File: config.mk
export PLATFORM = sky130hd
export DESIGN_NAME = pwmpd_gen
export DESIGN_NICKNAME = d
export VERILOG_FILES = /design/src/pwmpd_pkg.sv /design/src/pwmpd_gen.sv
export SDC_FILE = /design/constraint.sdc
export NUM_CORES = 1
export LEC_CHECK = 0
export BUFFER_PORTS_ARGS = -buffer_cell sky130_fd_sc_hd__buf_2
export CAP_MARGIN = 20
export CORE_ASPECT_RATIO = 1.25
export CORE_MARGIN = 4
export CORE_UTILIZATION = 25
export CTS_CLUSTER_DIAMETER = 100
export CTS_CLUSTER_SIZE = 24
export DETAILED_ROUTE_END_ITERATION = 8
export PLACE_DENSITY = 0.4
export SLEW_MARGIN = 5
export SYNTH_ARGS = -nofsm -noshare
export SYNTH_HDL_FRONTEND = slang
export SYNTH_SLANG_ARGS = --single-unit
File: constraint.sdc
create_clock -name clock -period 9.26 [get_ports clock]
set_input_delay 0.463 -clock clock [delete_from_list [all_inputs] [get_ports clock]]
set_output_delay 0.463 -clock clock [all_outputs]
set_load 0.01 [all_outputs]
File: src/pwmpd_pkg.sv
// Package for the pulse-divider and modulator block: register map, field
// layout, reset values, output modes and the pin bundle.
// Assumes 8-bit registers in the low byte of a 32-bit Avalon-MM word.
package pwmpd_pkg;

  // Register byte addresses, one aligned word each
  localparam logic [4:0] PWMPD_ADDR_TMR_CTRL = 5'h00;  // Companion timer control
  localparam logic [4:0] PWMPD_ADDR_TMR_CNT  = 5'h04;  // Companion timer count
  localparam logic [4:0] PWMPD_ADDR_PERIOD   = 5'h08;  // Period value
  localparam logic [4:0] PWMPD_ADDR_SD_CTRL  = 5'h0c;  // Shutoff control
  localparam logic [4:0] PWMPD_ADDR_MOD_CTRL = 5'h10;  // Modulator control
  localparam logic [4:0] PWMPD_ADDR_DB_CTRL  = 5'h14;  // Dead-band control
  localparam logic [4:0] PWMPD_ADDR_DUTY_HI  = 5'h18;  // Duty high byte

  // Timer control fields
  localparam int TMR_RUN_BIT  = 7;   // timer_run_enable
  localparam int TMR_CSEL_LSB = 5;   // timer_clock_select [6:5]
  localparam int TMR_POST_LSB = 2;   // timer_postscale [4:2]
  localparam int TMR_PRE_LSB  = 0;   // timer_prescale [1:0]

  // Shutoff control fields
  localparam int SD_FLAG_BIT = 7;    // shutoff_flag
  localparam int SD_TSEL_LSB = 4;    // shutoff_trigger_select [5:4]
  localparam int SD_PA_LSB   = 2;    // shutoff_state_pair_a [3:2]
  localparam int SD_PB_LSB   = 0;    // shutoff_state_pair_b [1:0]

  // Modulator control fields
  localparam int MOD_EN_BIT   = 7;   // modulation_enable
  localparam int DIV_EN_BIT   = 6;   // divider_enable
  localparam int MOD_DLO_LSB  = 4;   // duty_low_bits [5:4]
  localparam int MOD_MODE_LSB = 2;   // output_mode_select [3:2]
  localparam int MOD_POL_LSB  = 0;   // output_polarity_select [1:0]

  // Dead-band control fields
  localparam int DB_ARST_BIT = 7;    // auto_restart_enable
  localparam int DB_CNT_LSB  = 0;    // dead_band_count [6:0]

  // Reset values
  localparam logic [7:0] RST_TMR_CTRL = 8'h00;
  localparam logic [7:0] RST_TMR_CNT  = 8'h00;
  localparam logic [7:0] RST_PERIOD   = 8'hff;
  localparam logic [7:0] RST_SD_CTRL  = 8'h00;
  localparam logic [7:0] RST_MOD_CTRL = 8'h00;
  localparam logic [7:0] RST_DB_CTRL  = 8'h00;
  localparam logic [7:0] RST_DUTY_HI  = 8'h00;

  // Timer clock source codes
  localparam logic [1:0] CSEL_OSC = 2'b00;  // internal_osc_clock
  localparam logic [1:0] CSEL_LOW = 2'b01;  // low_speed_clock

  // Shutoff trigger source codes
  localparam logic [1:0] TSEL_OFF  = 2'b00;
  localparam logic [1:0] TSEL_FILT = 2'b01;
  localparam logic [1:0] TSEL_BOTH = 2'b10;
  localparam logic [1:0] TSEL_COMP = 2'b11;

  // Output mode encodings
  typedef enum logic [1:0] {
    PWMPD_SINGLE   = 2'b00,
    PWMPD_FULL_FWD = 2'b01,
    PWMPD_HALF     = 2'b10,
    PWMPD_FULL_REV = 2'b11
  } pwmpd_mode_t;

  // Output pin bundle: level and drive enable per pin
  typedef struct packed {
    logic [3:0] level;
    logic [3:0] oe;
  } pwmpd_pins_t;

endpackage : pwmpd_pkg

File: src/pwmpd_gen.sv
// Pulse divider and pulse-width modulator with dead band and auto shutoff.
// Assumes clock sources and trigger inputs arrive asynchronously on pins;
// the master follows Avalon-MM with waitrequest on the register port.
`timescale 1ns/1ps
`default_nettype none

// Summary of operation
// - Divider output toggles per postscaled period
// - Divider enable starts, clear stops divider
// - Period register sets modulation period length
// - Duty is 10 bits: high byte, low two
// - Period match sets output, clears count
// - New duty loads at period end, or while modulation is stopped
// - Duty above period keeps output active
// - Modulation enable starts and stops modulation
// - Single, dual, quad drive one, two, four
// - Mode field and polarity field select outputs
// - Seven-bit dead band delay in timer clocks
// - Trigger select 00 disables auto shutoff
// - Trigger sets flag; pins take shutoff levels
// - Two shutoff fields set pair levels
// - Auto restart clears flag by hardware
// - Modulation resumes at next period start
// - Mode codes single, forward, half, reverse
// - Polarity codes set pair active levels
// - Dead band delays inactive to active edge
// - Shutoff codes low, high, split pair
module pwmpd_gen (
  input  wire logic                 clock,
  input  wire logic                 rst_n,
  input  wire logic [4:0]           avs_address,
  input  wire logic                 avs_read,
  input  wire logic                 avs_write,
  input  wire logic [31:0]          avs_writedata,
  input  wire logic [3:0]           avs_byteenable,
  output var  logic [31:0]          avs_readdata,
  output var  logic                 avs_waitrequest,
  input  wire logic                 internal_osc_clock,
  input  wire logic                 low_speed_clock,
  input  wire logic                 comparator_out,
  input  wire logic                 filter_input,
  output var  pwmpd_pkg::pwmpd_pins_t pins
);
  import pwmpd_pkg::*;

  ////////////////////////////////////////////////////////////////////////////
  // Declarations
  logic [3:0]  sync1_r;        // First synchroniser stage
  logic [3:0]  sync2_r;        // Second synchroniser stage
  logic [1:0]  clk_d_r;        // Delayed clock levels for edge detect
  logic        waitreq_r;      // Bus wait state
  logic [31:0] rdata_r;        // Read data
  logic [7:0]  tmr_ctrl_r;     // Timer control
  logic [7:0]  count_r;        // Timer count
  logic [7:0]  period_r;       // Period value
  logic [5:0]  sd_ctrl_r;      // Shutoff control without flag
  logic        flag_r;         // Shutoff flag
  logic [7:0]  mod_ctrl_r;     // Modulator control
  logic [7:0]  db_ctrl_r;      // Dead-band control
  logic [7:0]  duty_hi_r;      // Duty high byte
  logic [2:0]  pre_cnt_r;      // Prescale counter
  logic [2:0]  post_cnt_r;     // Postscale counter
  logic        div_out_r;      // Divider square wave
  logic [9:0]  duty_buf_r;     // Buffered duty value
  logic        mod_act_r;      // Modulated waveform, active sense
  logic        shut_out_r;     // Pins held in shutoff levels
  logic [3:0]  db_act_r;       // Dead-band delayed active states
  pwmpd_pins_t pins_r;         // Registered pins
  logic        req;            // Bus request present
  logic        wr_en;          // Write takes effect this edge
  logic        tick;           // Timer clock event
  logic        adv;            // Count advance
  logic        period_end;     // Count matched period
  logic [2:0]  pre_max;        // Prescale factor minus one
  logic [2:0]  frac;           // Prescale phase in eighths of an advance
  logic [3:0]  step;           // Eighths gained per tick
  logic [11:0] pos;            // Position after this tick, in eighths
  logic [11:0] duty_end;       // Pulse end, twice duty plus eight, in eighths
  logic [9:0]  duty_nxt;       // Duty from registers
  logic        trig;           // Selected shutoff trigger
  logic        mod_en;         // modulation_enable
  logic        div_en;         // divider_enable
  logic [3:0]  act;            // Raw active state per pin
  logic [3:0]  drv;            // Pins driven in this mode
  logic [3:0]  inv;            // Active-low pins
  logic [3:0]  shut_lvl;       // Shutoff level per pin
  pwmpd_pins_t pins_nxt;       // Next pin bundle
  logic [31:0] rdata_nxt;      // Next read data

  assign req    = avs_read | avs_write;
  assign wr_en  = avs_write & ~waitreq_r & avs_byteenable[0];
  assign mod_en = mod_ctrl_r[MOD_EN_BIT];
  assign div_en = mod_ctrl_r[DIV_EN_BIT];
  assign duty_nxt = {duty_hi_r, mod_ctrl_r[MOD_DLO_LSB +: 2]};

  ////////////////////////////////////////////////////////////////////////////
  // Synchronisers for pin inputs
  always_ff @(posedge clock) begin
    if (!rst_n) begin
      sync1_r <= 4'h0;
      sync2_r <= 4'h0;
      clk_d_r <= 2'h0;
    end else begin
      sync1_r <= {filter_input, comparator_out, low_speed_clock, internal_osc_clock};
      sync2_r <= sync1_r;
      clk_d_r <= sync2_r[1:0];
    end
  end

  ////////////////////////////////////////////////////////////////////////////
  // Avalon slave: one wait cycle, then answer
  always_ff @(posedge clock) begin
    if (!rst_n) begin
      waitreq_r <= 1'b1;
      rdata_r   <= 32'h0;
    end else begin
      waitreq_r <= ~(req & waitreq_r);
      if (avs_read && waitreq_r) begin
        rdata_r <= rdata_nxt;
      end
    end
  end

  // Read-back mux, unmapped reads as zero
  always_comb begin
    rdata_nxt = 32'h0;
    case (avs_address)
      PWMPD_ADDR_TMR_CTRL: rdata_nxt[7:0] = tmr_ctrl_r;
      PWMPD_ADDR_TMR_CNT:  rdata_nxt[7:0] = count_r;
      PWMPD_ADDR_PERIOD:   rdata_nxt[7:0] = period_r;
      PWMPD_ADDR_SD_CTRL:  rdata_nxt[7:0] = {flag_r, 1'b0, sd_ctrl_r};
      PWMPD_ADDR_MOD_CTRL: rdata_nxt[7:0] = mod_ctrl_r;
      PWMPD_ADDR_DB_CTRL:  rdata_nxt[7:0] = db_ctrl_r;
      PWMPD_ADDR_DUTY_HI:  rdata_nxt[7:0] = duty_hi_r;
      default:             rdata_nxt = 32'h0;
    endcase
  end

  ////////////////////////////////////////////////////////////////////////////
  // Software-written control registers
  always_ff @(posedge clock) begin
    if (!rst_n) begin
      tmr_ctrl_r <= RST_TMR_CTRL;
      period_r   <= RST_PERIOD;
      sd_ctrl_r  <= RST_SD_CTRL[5:0];
      mod_ctrl_r <= RST_MOD_CTRL;
      db_ctrl_r  <= RST_DB_CTRL;
      duty_hi_r  <= RST_DUTY_HI;
    end else if (wr_en) begin
      case (avs_address)
        PWMPD_ADDR_TMR_CTRL: tmr_ctrl_r <= avs_writedata[7:0];
        PWMPD_ADDR_PERIOD:   period_r   <= avs_writedata[7:0];
        PWMPD_ADDR_SD_CTRL:  sd_ctrl_r  <= avs_writedata[5:0];
        PWMPD_ADDR_MOD_CTRL: mod_ctrl_r <= avs_writedata[7:0];
        PWMPD_ADDR_DB_CTRL:  db_ctrl_r  <= avs_writedata[7:0];
        PWMPD_ADDR_DUTY_HI:  duty_hi_r  <= avs_writedata[7:0];
        default:             ;
      endcase
    end
  end

  ////////////////////////////////////////////////////////////////////////////
  // Timer clock selection and prescale
  always_comb begin
    case (tmr_ctrl_r[TMR_CSEL_LSB +: 2])
      CSEL_OSC: tick = sync2_r[0] & ~clk_d_r[0];
      CSEL_LOW: tick = sync2_r[1] & ~clk_d_r[1];
      default:  tick = 1'b1;
    endcase
    tick = tick & tmr_ctrl_r[TMR_RUN_BIT];
    case (tmr_ctrl_r[TMR_PRE_LSB +: 2])
      2'b00:   begin pre_max = 3'd0; frac = 3'h0; step = 4'h8; end
      2'b01:   begin pre_max = 3'd1; frac = {pre_cnt_r[0], 2'b00}; step = 4'h4; end
      2'b10:   begin pre_max = 3'd3; frac = {pre_cnt_r[1:0], 1'b0}; step = 4'h2; end
      default: begin pre_max = 3'd7; frac = pre_cnt_r; step = 4'h1; end
    endcase
  end

  assign adv        = tick & (pre_cnt_r == pre_max);
  assign period_end = adv & (count_r == period_r);
  // Width scales with prescale: pulse lasts prescale*(duty+4)/4 ticks
  assign pos        = {1'b0, count_r, frac} + {8'h00, step};
  assign duty_end   = {1'b0, duty_buf_r, 1'b0} + 12'h008;

  // Prescale counter
  always_ff @(posedge clock) begin
    if (!rst_n || !tmr_ctrl_r[TMR_RUN_BIT]) begin
      pre_cnt_r <= 3'h0;
    end else if (tick) begin
      pre_cnt_r <= adv ? 3'h0 : pre_cnt_r + 3'h1;
    end
  end

  // Timer count: software write, clear on match, advance
  always_ff @(posedge clock) begin
    if (!rst_n) begin
      count_r <= RST_TMR_CNT;
    end else if (wr_en && avs_address == PWMPD_ADDR_TMR_CNT) begin
      count_r <= avs_writedata[7:0];
    end else if (period_end) begin
      count_r <= 8'h00;
    end else if (adv) begin
      count_r <= count_r + 8'h01;
    end
  end

  ////////////////////////////////////////////////////////////////////////////
  // Pulse divider: postscale then toggle
  always_ff @(posedge clock) begin
    if (!rst_n || !div_en) begin
      post_cnt_r <= 3'h0;
      div_out_r  <= 1'b0;
    end else if (period_end) begin
      // At or past the code, so a lowered postscale never wraps
      if (post_cnt_r >= tmr_ctrl_r[TMR_POST_LSB +: 3]) begin
        post_cnt_r <= 3'h0;
        div_out_r  <= ~div_out_r;
      end else begin
        post_cnt_r <= post_cnt_r + 3'h1;
      end
    end
  end

  ////////////////////////////////////////////////////////////////////////////
  // Duty buffer, loaded at period end or while stopped
  always_ff @(posedge clock) begin
    if (!rst_n) begin
      duty_buf_r <= 10'h000;
    end else if (!mod_en || period_end) begin
      duty_buf_r <= duty_nxt;
    end
  end

  // Modulated waveform
  always_ff @(posedge clock) begin
    if (!rst_n || !mod_en) begin
      mod_act_r <= 1'b0;
    end else if (period_end) begin
      mod_act_r <= (duty_nxt != 10'h000);
    end else if (tick && pos >= duty_end) begin
      mod_act_r <= 1'b0;
    end
  end

  ////////////////////////////////////////////////////////////////////////////
  // Auto shutoff trigger and flag
  always_comb begin
    case (sd_ctrl_r[SD_TSEL_LSB +: 2])
      TSEL_FILT: trig = sync2_r[3];
      TSEL_BOTH: trig = sync2_r[3] | sync2_r[2];
      TSEL_COMP: trig = sync2_r[2];
      default:   trig = 1'b0;
    endcase
  end

  // Trigger set wins over any clear
  always_ff @(posedge clock) begin
    if (!rst_n) begin
      flag_r <= 1'b0;
    end else if (trig && mod_en) begin
      flag_r <= 1'b1;
    end else if (wr_en && avs_address == PWMPD_ADDR_SD_CTRL) begin
      flag_r <= avs_writedata[SD_FLAG_BIT];
    end else if (db_ctrl_r[DB_ARST_BIT]) begin
      flag_r <= 1'b0;
    end
  end

  // Shutoff hold, released at a period boundary or when modulation is disabled
  always_ff @(posedge clock) begin
    if (!rst_n || !mod_en) begin
      shut_out_r <= 1'b0;
    end else if (flag_r) begin
      shut_out_r <= 1'b1;
    end else if (period_end) begin
      shut_out_r <= 1'b0;
    end
  end

  ////////////////////////////////////////////////////////////////////////////
  // Output steering per mode, polarity and shutoff levels
  always_comb begin
    case (pwmpd_mode_t'(mod_ctrl_r[MOD_MODE_LSB +: 2]))
      PWMPD_SINGLE:   begin act = {3'b000, mod_act_r}; drv = 4'b0001; end
      PWMPD_HALF:     begin act = {2'b00, ~mod_act_r, mod_act_r}; drv = 4'b0011; end
      PWMPD_FULL_FWD: begin act = {mod_act_r, 3'b001}; drv = 4'b1111; end
      PWMPD_FULL_REV: begin act = {2'b01, mod_act_r, 1'b0}; drv = 4'b1111; end
      default:        begin act = 4'b0000; drv = 4'b0000; end
    endcase
    inv = {mod_ctrl_r[MOD_POL_LSB], mod_ctrl_r[MOD_POL_LSB + 1],
           mod_ctrl_r[MOD_POL_LSB], mod_ctrl_r[MOD_POL_LSB + 1]};
  end

  // Dead band and shutoff level per pin
  genvar gi;
  generate
    for (gi = 0; gi < 4; gi = gi + 1) begin : g_pin
      logic [6:0] db_cnt_r;  // Delay counter
      logic [1:0] sfield;    // Shutoff field of this pin's pair
      assign sfield = (gi % 2 == 0) ? sd_ctrl_r[SD_PA_LSB +: 2] : sd_ctrl_r[SD_PB_LSB +: 2];
      // Split code: first pin of pair low, second high
      assign shut_lvl[gi] = sfield[1] ? (gi >= 2) : sfield[0];
      always_ff @(posedge clock) begin
        if (!rst_n || !act[gi]) begin
          db_cnt_r     <= 7'h00;
          db_act_r[gi] <= 1'b0;
        end else if (db_cnt_r == db_ctrl_r[DB_CNT_LSB +: 7]) begin
          db_act_r[gi] <= 1'b1;
        end else if (tick) begin
          db_cnt_r <= db_cnt_r + 7'h01;
        end
      end
    end
  endgenerate

  // One function owns the pins at a time
  always_comb begin
    pins_nxt = '0;
    if (mod_en) begin
      pins_nxt.oe    = drv;
      pins_nxt.level = drv & (shut_out_r ? shut_lvl : (db_act_r ^ inv));
    end else if (div_en) begin
      pins_nxt.oe    = 4'b0001;
      pins_nxt.level = {3'b000, div_out_r};
    end
  end

  always_ff @(posedge clock) begin
    if (!rst_n) begin
      pins_r <= '0;
    end else begin
      pins_r <= pins_nxt;
    end
  end

  assign pins            = pins_r;
  assign avs_readdata    = rdata_r;
  assign avs_waitrequest = waitreq_r;
endmodule : pwmpd_gen

`default_nettype wire

==> impl_metrics.csv, run 1 <==
group,metric,value,unit
finish,syn2layout_area_growth,13.3,%
grt,grt_pass1_wl,35700,µm
die,start_util,25.5,%
setup_path,slowest_stage,"dfxtp_1",
setup_path,crit_path_start_kind,"flop",
worst_hold_path,holdPathStages,2,
cts,h-tree-depth,4,
die,pin_count,90,
synth,yosysWarnings,0,
synth,ys_seq_elements,132,
setup_path,path_cells,"mux2_2 -> a22o_1 -> ha_1 -> nor2b_1 -> o21a_1 -> o21ai_0 -> nor2_1 -> xor2_1 -> ha_1 -> nand4_1 -> or3_1 -> a21oi_1 -> o21ai_0",
setup_path,critPathKind,"flop to flop",
worst_hold_path,min_from,"low_speed_clock",
sta,setup-tns-final,0,ps
sta,worst_pin_slew,1030,ps
synth,synth.area.top_cells,"dfxtp_1, nand3_1, nand2_1",
drt,drt_iter0_drc,384,
cts,tritoncts,"done",
die,coreArea,28700,µm²
setup_path,cp.arrival,3920,ps
setup_path,cp_slowest_stage_delay,630,ps
sta,hold_viol_final,0,
synth,synth_edf_count,0,
worst_hold_path,hp-class,"input port to flop",
cts,clk_pin_slew,70,ps
die,die-area,32100,µm²
sta,period_needed,3610,ps
placement,dp_cells,1237,
drt,drc,0,
synth,avgSynthCellArea,8.53,µm²
cts,root_buffer,"clkbuf_16",
grt,grt_overflow_total,0,
grt,track_usage,14.3,%
synth,synthTopCellsByCount,"dfxtp_1, nand2_1, nand3_1",
setup_path,cp_data_required_time,9560,ps
finish,final_cells,1270,
synth,synth_top_area_share,36.1,%
cts,ctsResizeCount,0,
placement,dpl.hpwl,15600,µm
sta,fin_crit_sh,39.0,%
finish,drive_above_1_share,11.5,%
drt,drtAntennaViolNets,0,
setup_path,r2r_slack,5650,ps
synth,synthFlopType,"dfxtp_1",
drt,vias,6089,
synth,syn_area,7320,µm²
setup_path,crit_path_end_kind,"flop",
worst_hold_path,holdPathEnd,"sync1_r[1]$_SDFF_PN0_",
sta,skew,25.5,ps
finish,nNetsFinal,942,
status,status,"finished, final reports clean",
pwr,p_leak,2.82,nW
drt,drt_pre_antenna_iters,5,
sta,max_freq,277,MHz
placement,gp_congestion,0.779,
sta,slew_viol_final,0,
placement,port_buffers,38,
pwr,ir_drop,95.7,µV
cts,cts_setup_buffers,0,
grt,grt_pass1_vias,6121,
cts,clkLatencyLatePin,430,ps
grt,antenna_found_initial,0,
setup_path,reg2reg_from,"tmr_ctrl_r[1]$_SDFFE_PN0P_",
setup_path,crit_start,"tmr_ctrl_r[1]$_SDFFE_PN0P_",
job,maxCapViolCount,0,
pwr,powerDensity,158,nW/µm²
sta,setup_violations,0,
setup_path,ff2ff_path_depth,13,
sta,rsz0062_at_grt,"no",
drt,post_drt_via_cell_ratio,4.79,
setup_path,r2r_end,"mod_act_r$_SDFFE_PN0P_",
cts,clock_path_buffers,2,
grt,grt_max_degree,79,
synth,netlist_instances,858,
drt,wire_per_inst,17.7,µm
die,die_x,161,µm
synth,yosysTopAreaCell,"dfxtp_1",
synth,synth-async-reset-ratio,0,%
sta,slew_headroom,31.0,%
synth,synth.most_common_cell,"dfxtp_1",
synth,synth_cell_types,69,
cts,hold_buffers,0,
drt,wirelength,22500,µm
sta,hold_slack,230,ps
finish,antenna_cells,0,
die,rows,69,
cts,cts_buffers,17,
setup_path,crit_fanout,13,
synth,ys_seq_area_share,36.1,%
cts,cts_num_sinks,132,
die,dieHeight,199,µm
[logic make-up after synthesis]
group | after synthesis | synth area share, %
flops | 132 | 36.1
simple gates | 327 | 22.9
buf+inv | 95 | 6.96
fa+ha+maj | 26 | 4.55
other cells | 1 | 0.0513
compound gates | 183 | 17.8
xor+xnor | 78 | 9.44
mux | 16 | 2.22
[area by class of cell]
type / instances / area, µm²
fill: 3128 / 20400
multi-input combinational: 654 / 4250
sequential: 132 / 2640
tap: 390 / 488
clock buffer: 19 / 453
timing repair buffer: 46 / 256
clock inverter: 13 / 138
inverter: 16 / 60.1
[per-layer routing]
metal	global-route usage [%]	routed length, µm
met1	18.1	10100
met2	24.6	11100
met3	2.37	811
met4	5.18	582
met5	0	0
[stage by stage]
step | worst slack, ps | utilization (%) | cell area [µm²] | power, W
after floorplan | 6250 | - | 7400 | 0.000629
after global placement | 5630 | 26.8 | 7690 | 0.000641
after detailed placement | 5580 | 26.8 | 7690 | 0.000641
after CTS | 5560 | 28.9 | 8280 | 0.00133
after global routing | 5390 | 28.9 | 8290 | 0.00136
final | 5650 | 28.9 | 8290 | 0.00131
[where the power goes]
part           internal, W   total, W  switching, W
Sequential        0.000571   0.000576    0.00000456
Clock             0.000393   0.000683      0.000290
Combinational    0.0000160  0.0000523     0.0000362
Total             0.000980    0.00131      0.000331
[worst max-delay path: cells and delay by family (launching register included)]
family / cells / cell delay (ps)
compound gates: 5 / 990
xor+xnor: 1 / 160
fa+ha+maj: 2 / 620
flops: 1 / 630
mux: 1 / 390
simple gates: 4 / 700
[how the worst max path moves through the flow]
| stage | depth (start not counted) | slack (ps) | endpoint |
|---|---|---|---|
| CTS | 13 | 5560 | mod_act_r$_SDFFE_PN0P_ |
| global route | 13 | 5390 | mod_act_r$_SDFFE_PN0P_ |
| floorplan | 14 | 6250 | mod_act_r$_SDFFE_PN0P_ |
| global placement | 13 | 5630 | mod_act_r$_SDFFE_PN0P_ |
| finish | 13 | 5650 | mod_act_r$_SDFFE_PN0P_ |
| detailed placement | 13 | 5580 | mod_act_r$_SDFFE_PN0P_ |
[state kept, by name, summed over array words and instances (netlist names)]
| register | count |
|---|---|
| div_out_r | 1 |
| duty_hi_r | 8 |
| avs_waitrequest | 1 |
| mod_ctrl_r | 8 |
| pins | 7 |
| sd_ctrl_r | 6 |
| count_r | 8 |
| flag_r | 1 |
| g_pin.db_cnt_r | 28 |
| db_act_r | 4 |
| db_ctrl_r | 8 |
| tmr_ctrl_r | 8 |
| duty_buf_r | 10 |
| period_r | 8 |
| shut_out_r | 1 |
| sync1_r | 4 |
| clk_d_r | 2 |
| mod_act_r | 1 |
| post_cnt_r | 3 |
| sync2_r | 4 |
| avs_readdata | 8 |
| pre_cnt_r | 3 |
[placed cells by master (no fill, tap or decap), types with 10 or more instances in the layout]
cell type | netlist | routed
a22oi_1 | 17 | 17
nand4_1 | 10 | 10
xnor2_1 | 39 | 39
dfxtp_1 | 132 | 132
clkbuf_16 | 0 | 17
buf_2 | 14 | 37
o21ai_0 | 26 | 26
and2_1 | 19 | 19
nand3_1 | 75 | 75
nand2_1 | 99 | 99
o2111ai_1 | 14 | 14
mux2i_1 | 14 | 14
a21boi_0 | 41 | 41
xor2_1 | 38 | 38
a21oi_1 | 22 | 22
inv_1 | 16 | 16
nor2_1 | 60 | 60
ha_1 | 25 | 25
conb_1 | 1 | 24
No activity file was read; power rests on OpenSTA's default activity.
==> run 2: changes to the inputs <==
--- a/config.mk
+++ b/config.mk
@@ -5,6 +5,7 @@
 export SDC_FILE = /design/constraint.sdc
 export NUM_CORES = 1
 export LEC_CHECK = 0
+export ABC_AREA = 1
 export BUFFER_PORTS_ARGS = -buffer_cell sky130_fd_sc_hd__buf_2
 export CAP_MARGIN = 20
 export CORE_ASPECT_RATIO = 1.25
==> constraint.sdc (replaced) <==
create_clock -name clock -period 3.6 [get_ports clock]
set_input_delay 0.18 -clock clock [delete_from_list [all_inputs] [get_ports clock]]
set_output_delay 0.18 -clock clock [all_outputs]
set_load 0.01 [all_outputs]
==> run 2 against run 1 <==
Compared with the run above:
- clock power rose to 2.5 times the previous value
- clock skew shrank 11 ps
- worst hold slack got worse by 190 ps
- highest routed layer unchanged
==> impl_metrics.csv, run 2 <==
group,metric,value,unit
die,dieHeight,202,µm
drt,drt_pre_antenna_iters,5,
sta,setup_ws,401,ps
sta,slew_viol_final,0,
finish,largest_reg_flops,28,
setup_path,crit_top_cell,"nand2_1",
status,status,"finished, final reports clean",
finish,antenna_cells,0,
die,pin_count,90,
drt,post_drt_via_cell_ratio,4.40,
grt,track_usage,14.1,%
setup_path,ff2ff_path_depth,19,
placement,dpl.hpwl,16900,µm
setup_path,crit_path_end_kind,"flop",
synth,yosysWarnings,0,
die,die_x,163,µm
die,die-area,33100,µm²
setup_path,cp.arrival,3500,ps
synth,syn_area,7550,µm²
finish,top_regs,"g_pin.db_cnt_r (28), duty_buf_r (10)",
cts,root_buffer,"clkbuf_16",
grt,antenna_found_initial,0,
sta,skew,14.9,ps
cts,clock_path_buffers,2,
setup_path,slowest_stage,"fa_1",
setup_path,crit_fanout,8,
grt,grt_pass1_wl,36600,µm
setup_path,reg2reg_from,"tmr_ctrl_r[1]$_SDFFE_PN0P_",
placement,gp_congestion,0.787,
synth,synth_cell_types,39,
cts,clkLatencyLatePin,430,ps
setup_path,cp_data_required_time,3900,ps
drt,wirelength,22900,µm
pwr,ir_drop,230,µV
sta,setup_violations,0,
finish,final_core_util,29.2,%
drt,vias,6735,
synth,synthFlopType,"dfxtp_1",
sta,hold_viol_final,0,
drt,drc,0,
synth,synth-async-reset-ratio,0,%
worst_hold_path,hp-class,"input port to flop",
synth,avgSynthCellArea,6.92,µm²
placement,dp_slack,273,ps
grt,grt_overflow_total,0,
grt,grt_max_degree,28,
setup_path,path_buf_inv,2,
cts,tritoncts,"done",
drt,met2_length,11400,µm
finish,fillers,3311,
cts,h-tree-depth,4,
worst_hold_path,holdPathStages,3,
setup_path,cp_slowest_stage_delay,440,ps
pwr,p_leak,3.68,nW
sta,worst_pin_slew,1030,ps
setup_path,critPathKind,"flop to flop",
synth,synth_top_area_share,35.0,%
worst_hold_path,min_from,"avs_writedata[7]",
grt,grt_pass1_vias,6593,
sta,period_needed,3200,ps
finish,regArea,2640,µm²
synth,ys_seq_elements,132,
cts,clk_pin_slew,70,ps
finish,drive_above_1_share,9.33,%
drt,wire_per_inst,14.9,µm
job,maxCapViolCount,0,
synth,yosysTopAreaCell,"dfxtp_1",
finish,syn2layout_area_growth,14.3,%
synth,synthTopCellsByCount,"nand2_1, dfxtp_1, nor2_1",
placement,port_buffers,38,
drt,top_layer,"met4",
finish,top_register,"g_pin.db_cnt_r",
setup_path,r2r_end,"mod_act_r$_SDFFE_PN0P_",
sta,rsz0062_at_grt,"no",
finish,multi_input_area,4110,µm²
cts,cts_buffers,17,
setup_path,path_cells,"buf_4 -> nand2_1 -> o21ai_0 -> inv_1 -> fa_1 -> o21ai_1 -> nand2_1 -> nor2_1 -> nand2_1 -> xor2_1 -> ha_1 -> nand2_1 -> nor2_1 -> and2_1 -> nand2_1 -> nand3_1 -> nand2_1 -> nand3_1 -> a21oi_1",
finish,final_common_cell,"nand2_1",
cts,cts_num_sinks,132,
worst_hold_path,holdPathEnd,"period_r[7]$_SDFFE_PN1P_",
setup_path,crit_path_start_kind,"flop",
drt,dr_wl_met3,495,µm
synth,synth_edf_count,0,
die,rows,70,
pwr,powerDensity,386,nW/µm²
sta,max_freq,313,MHz
setup_path,cpLargestDelayFamily,"simple AND/OR/NAND/NOR gates",
sta,slew_headroom,31.2,%
sta,setup-tns-final,0,ps
setup_path,r2r_slack,400,ps
synth,synth.most_common_cell,"nand2_1",
drt,wl_met1,10700,µm
sta,fin_crit_sh,88.9,%
die,coreArea,29500,µm²
die,start_util,25.6,%
finish,final_cell_mix,"nand2_1, dfxtp_1, nor2_1",
synth,ys_seq_area_share,35.0,%
finish,nNetsFinal,1198,
synth,synth.area.top_cells,"dfxtp_1, nand2_1, nor2_1",
drt,drt_iter0_drc,337,
drt,drtAntennaViolNets,0,
synth,netlist_instances,1091,
[run 2: layout make-up]
class                      count  area share, %
clock inverter                14           1.67
multi-input combinational    789           47.7
tap                          396           5.74
sequential                   132           30.6
inverter                     130           5.65
clock buffer                  18           4.97
timing repair buffer          53           3.68
[run 2: cells by family (layout without fill, tap and decap cells)]
logic type	after synthesis	count (layout)	share of synthesized area (%)
flops	132	132	35.0
xor+xnor	70	70	8.12
simple gates	491	491	28.3
fa+ha+maj	26	26	4.41
other cells	1	24	0.0496
buf+inv	193	215	11.7
compound gates	178	178	12.5
[run 2: worst max-delay path by stage]
| stage | slack [ps] | to | startpoint | cells after the start |
|---|---|---|---|---|
| detailed placement | 270 | mod_act_r$_SDFFE_PN0P_ | tmr_ctrl_r[0]$_SDFFE_PN0P_ | 18 |
| CTS | 260 | mod_act_r$_SDFFE_PN0P_ | tmr_ctrl_r[0]$_SDFFE_PN0P_ | 18 |
| finish | 400 | mod_act_r$_SDFFE_PN0P_ | tmr_ctrl_r[1]$_SDFFE_PN0P_ | 19 |
| global placement | 280 | mod_act_r$_SDFFE_PN0P_ | tmr_ctrl_r[0]$_SDFFE_PN0P_ | 18 |
| floorplan | 690 | mod_act_r$_SDFFE_PN0P_ | tmr_ctrl_r[1]$_SDFFE_PN0P_ | 21 |
| global route | 20 | mod_act_r$_SDFFE_PN0P_ | tmr_ctrl_r[1]$_SDFFE_PN0P_ | 19 |
[run 2: tightest hold or removal path: stages]
cell	delay (ps)
buf_2	120
nand2_1	60
o211ai_1	70
[run 2: timing repair]
item,in CTS,in global routing
endpoints found under the setup margin,0,1
hold endpoints to repair,5,0
setup buffers,0,0
hold buffers,6,0
resized for setup,0,2
[run 2: metal layers]
layer | up-vias | track usage, %
li1 | 3537 | -
met1 | 3082 | 18.1
met2 | 95 | 24.6
met3 | 21 | 2.37
met4 | 0 | 3.72
met5 | - | 0
[run 2: report_power, final]
group	switching, W	leakage, nW	internal, W
Clock	0.000754	0.273	0.000972
Sequential	0.00000514	1.07	0.00147
Combinational	0.0000971	2.34	0.0000329
Total	0.000856	3.68	0.00247
[run 2: per-stage QoR]
step / cells / hold WS (ps) / power [W] / area [µm²]
3_3_place_gp: 1494 / 364 / 0.00163 / 8000
6_report: 1532 / 35.0 / 0.00333 / 8630
3_5_place_dp: 1494 / 365 / 0.00163 / 8000
4_1_cts: 1532 / 24.4 / 0.00338 / 8630
2_1_floorplan: 1114 / 278 / 0.00159 / 7640
5_1_grt: 1532 / 71.6 / 0.00346 / 8630
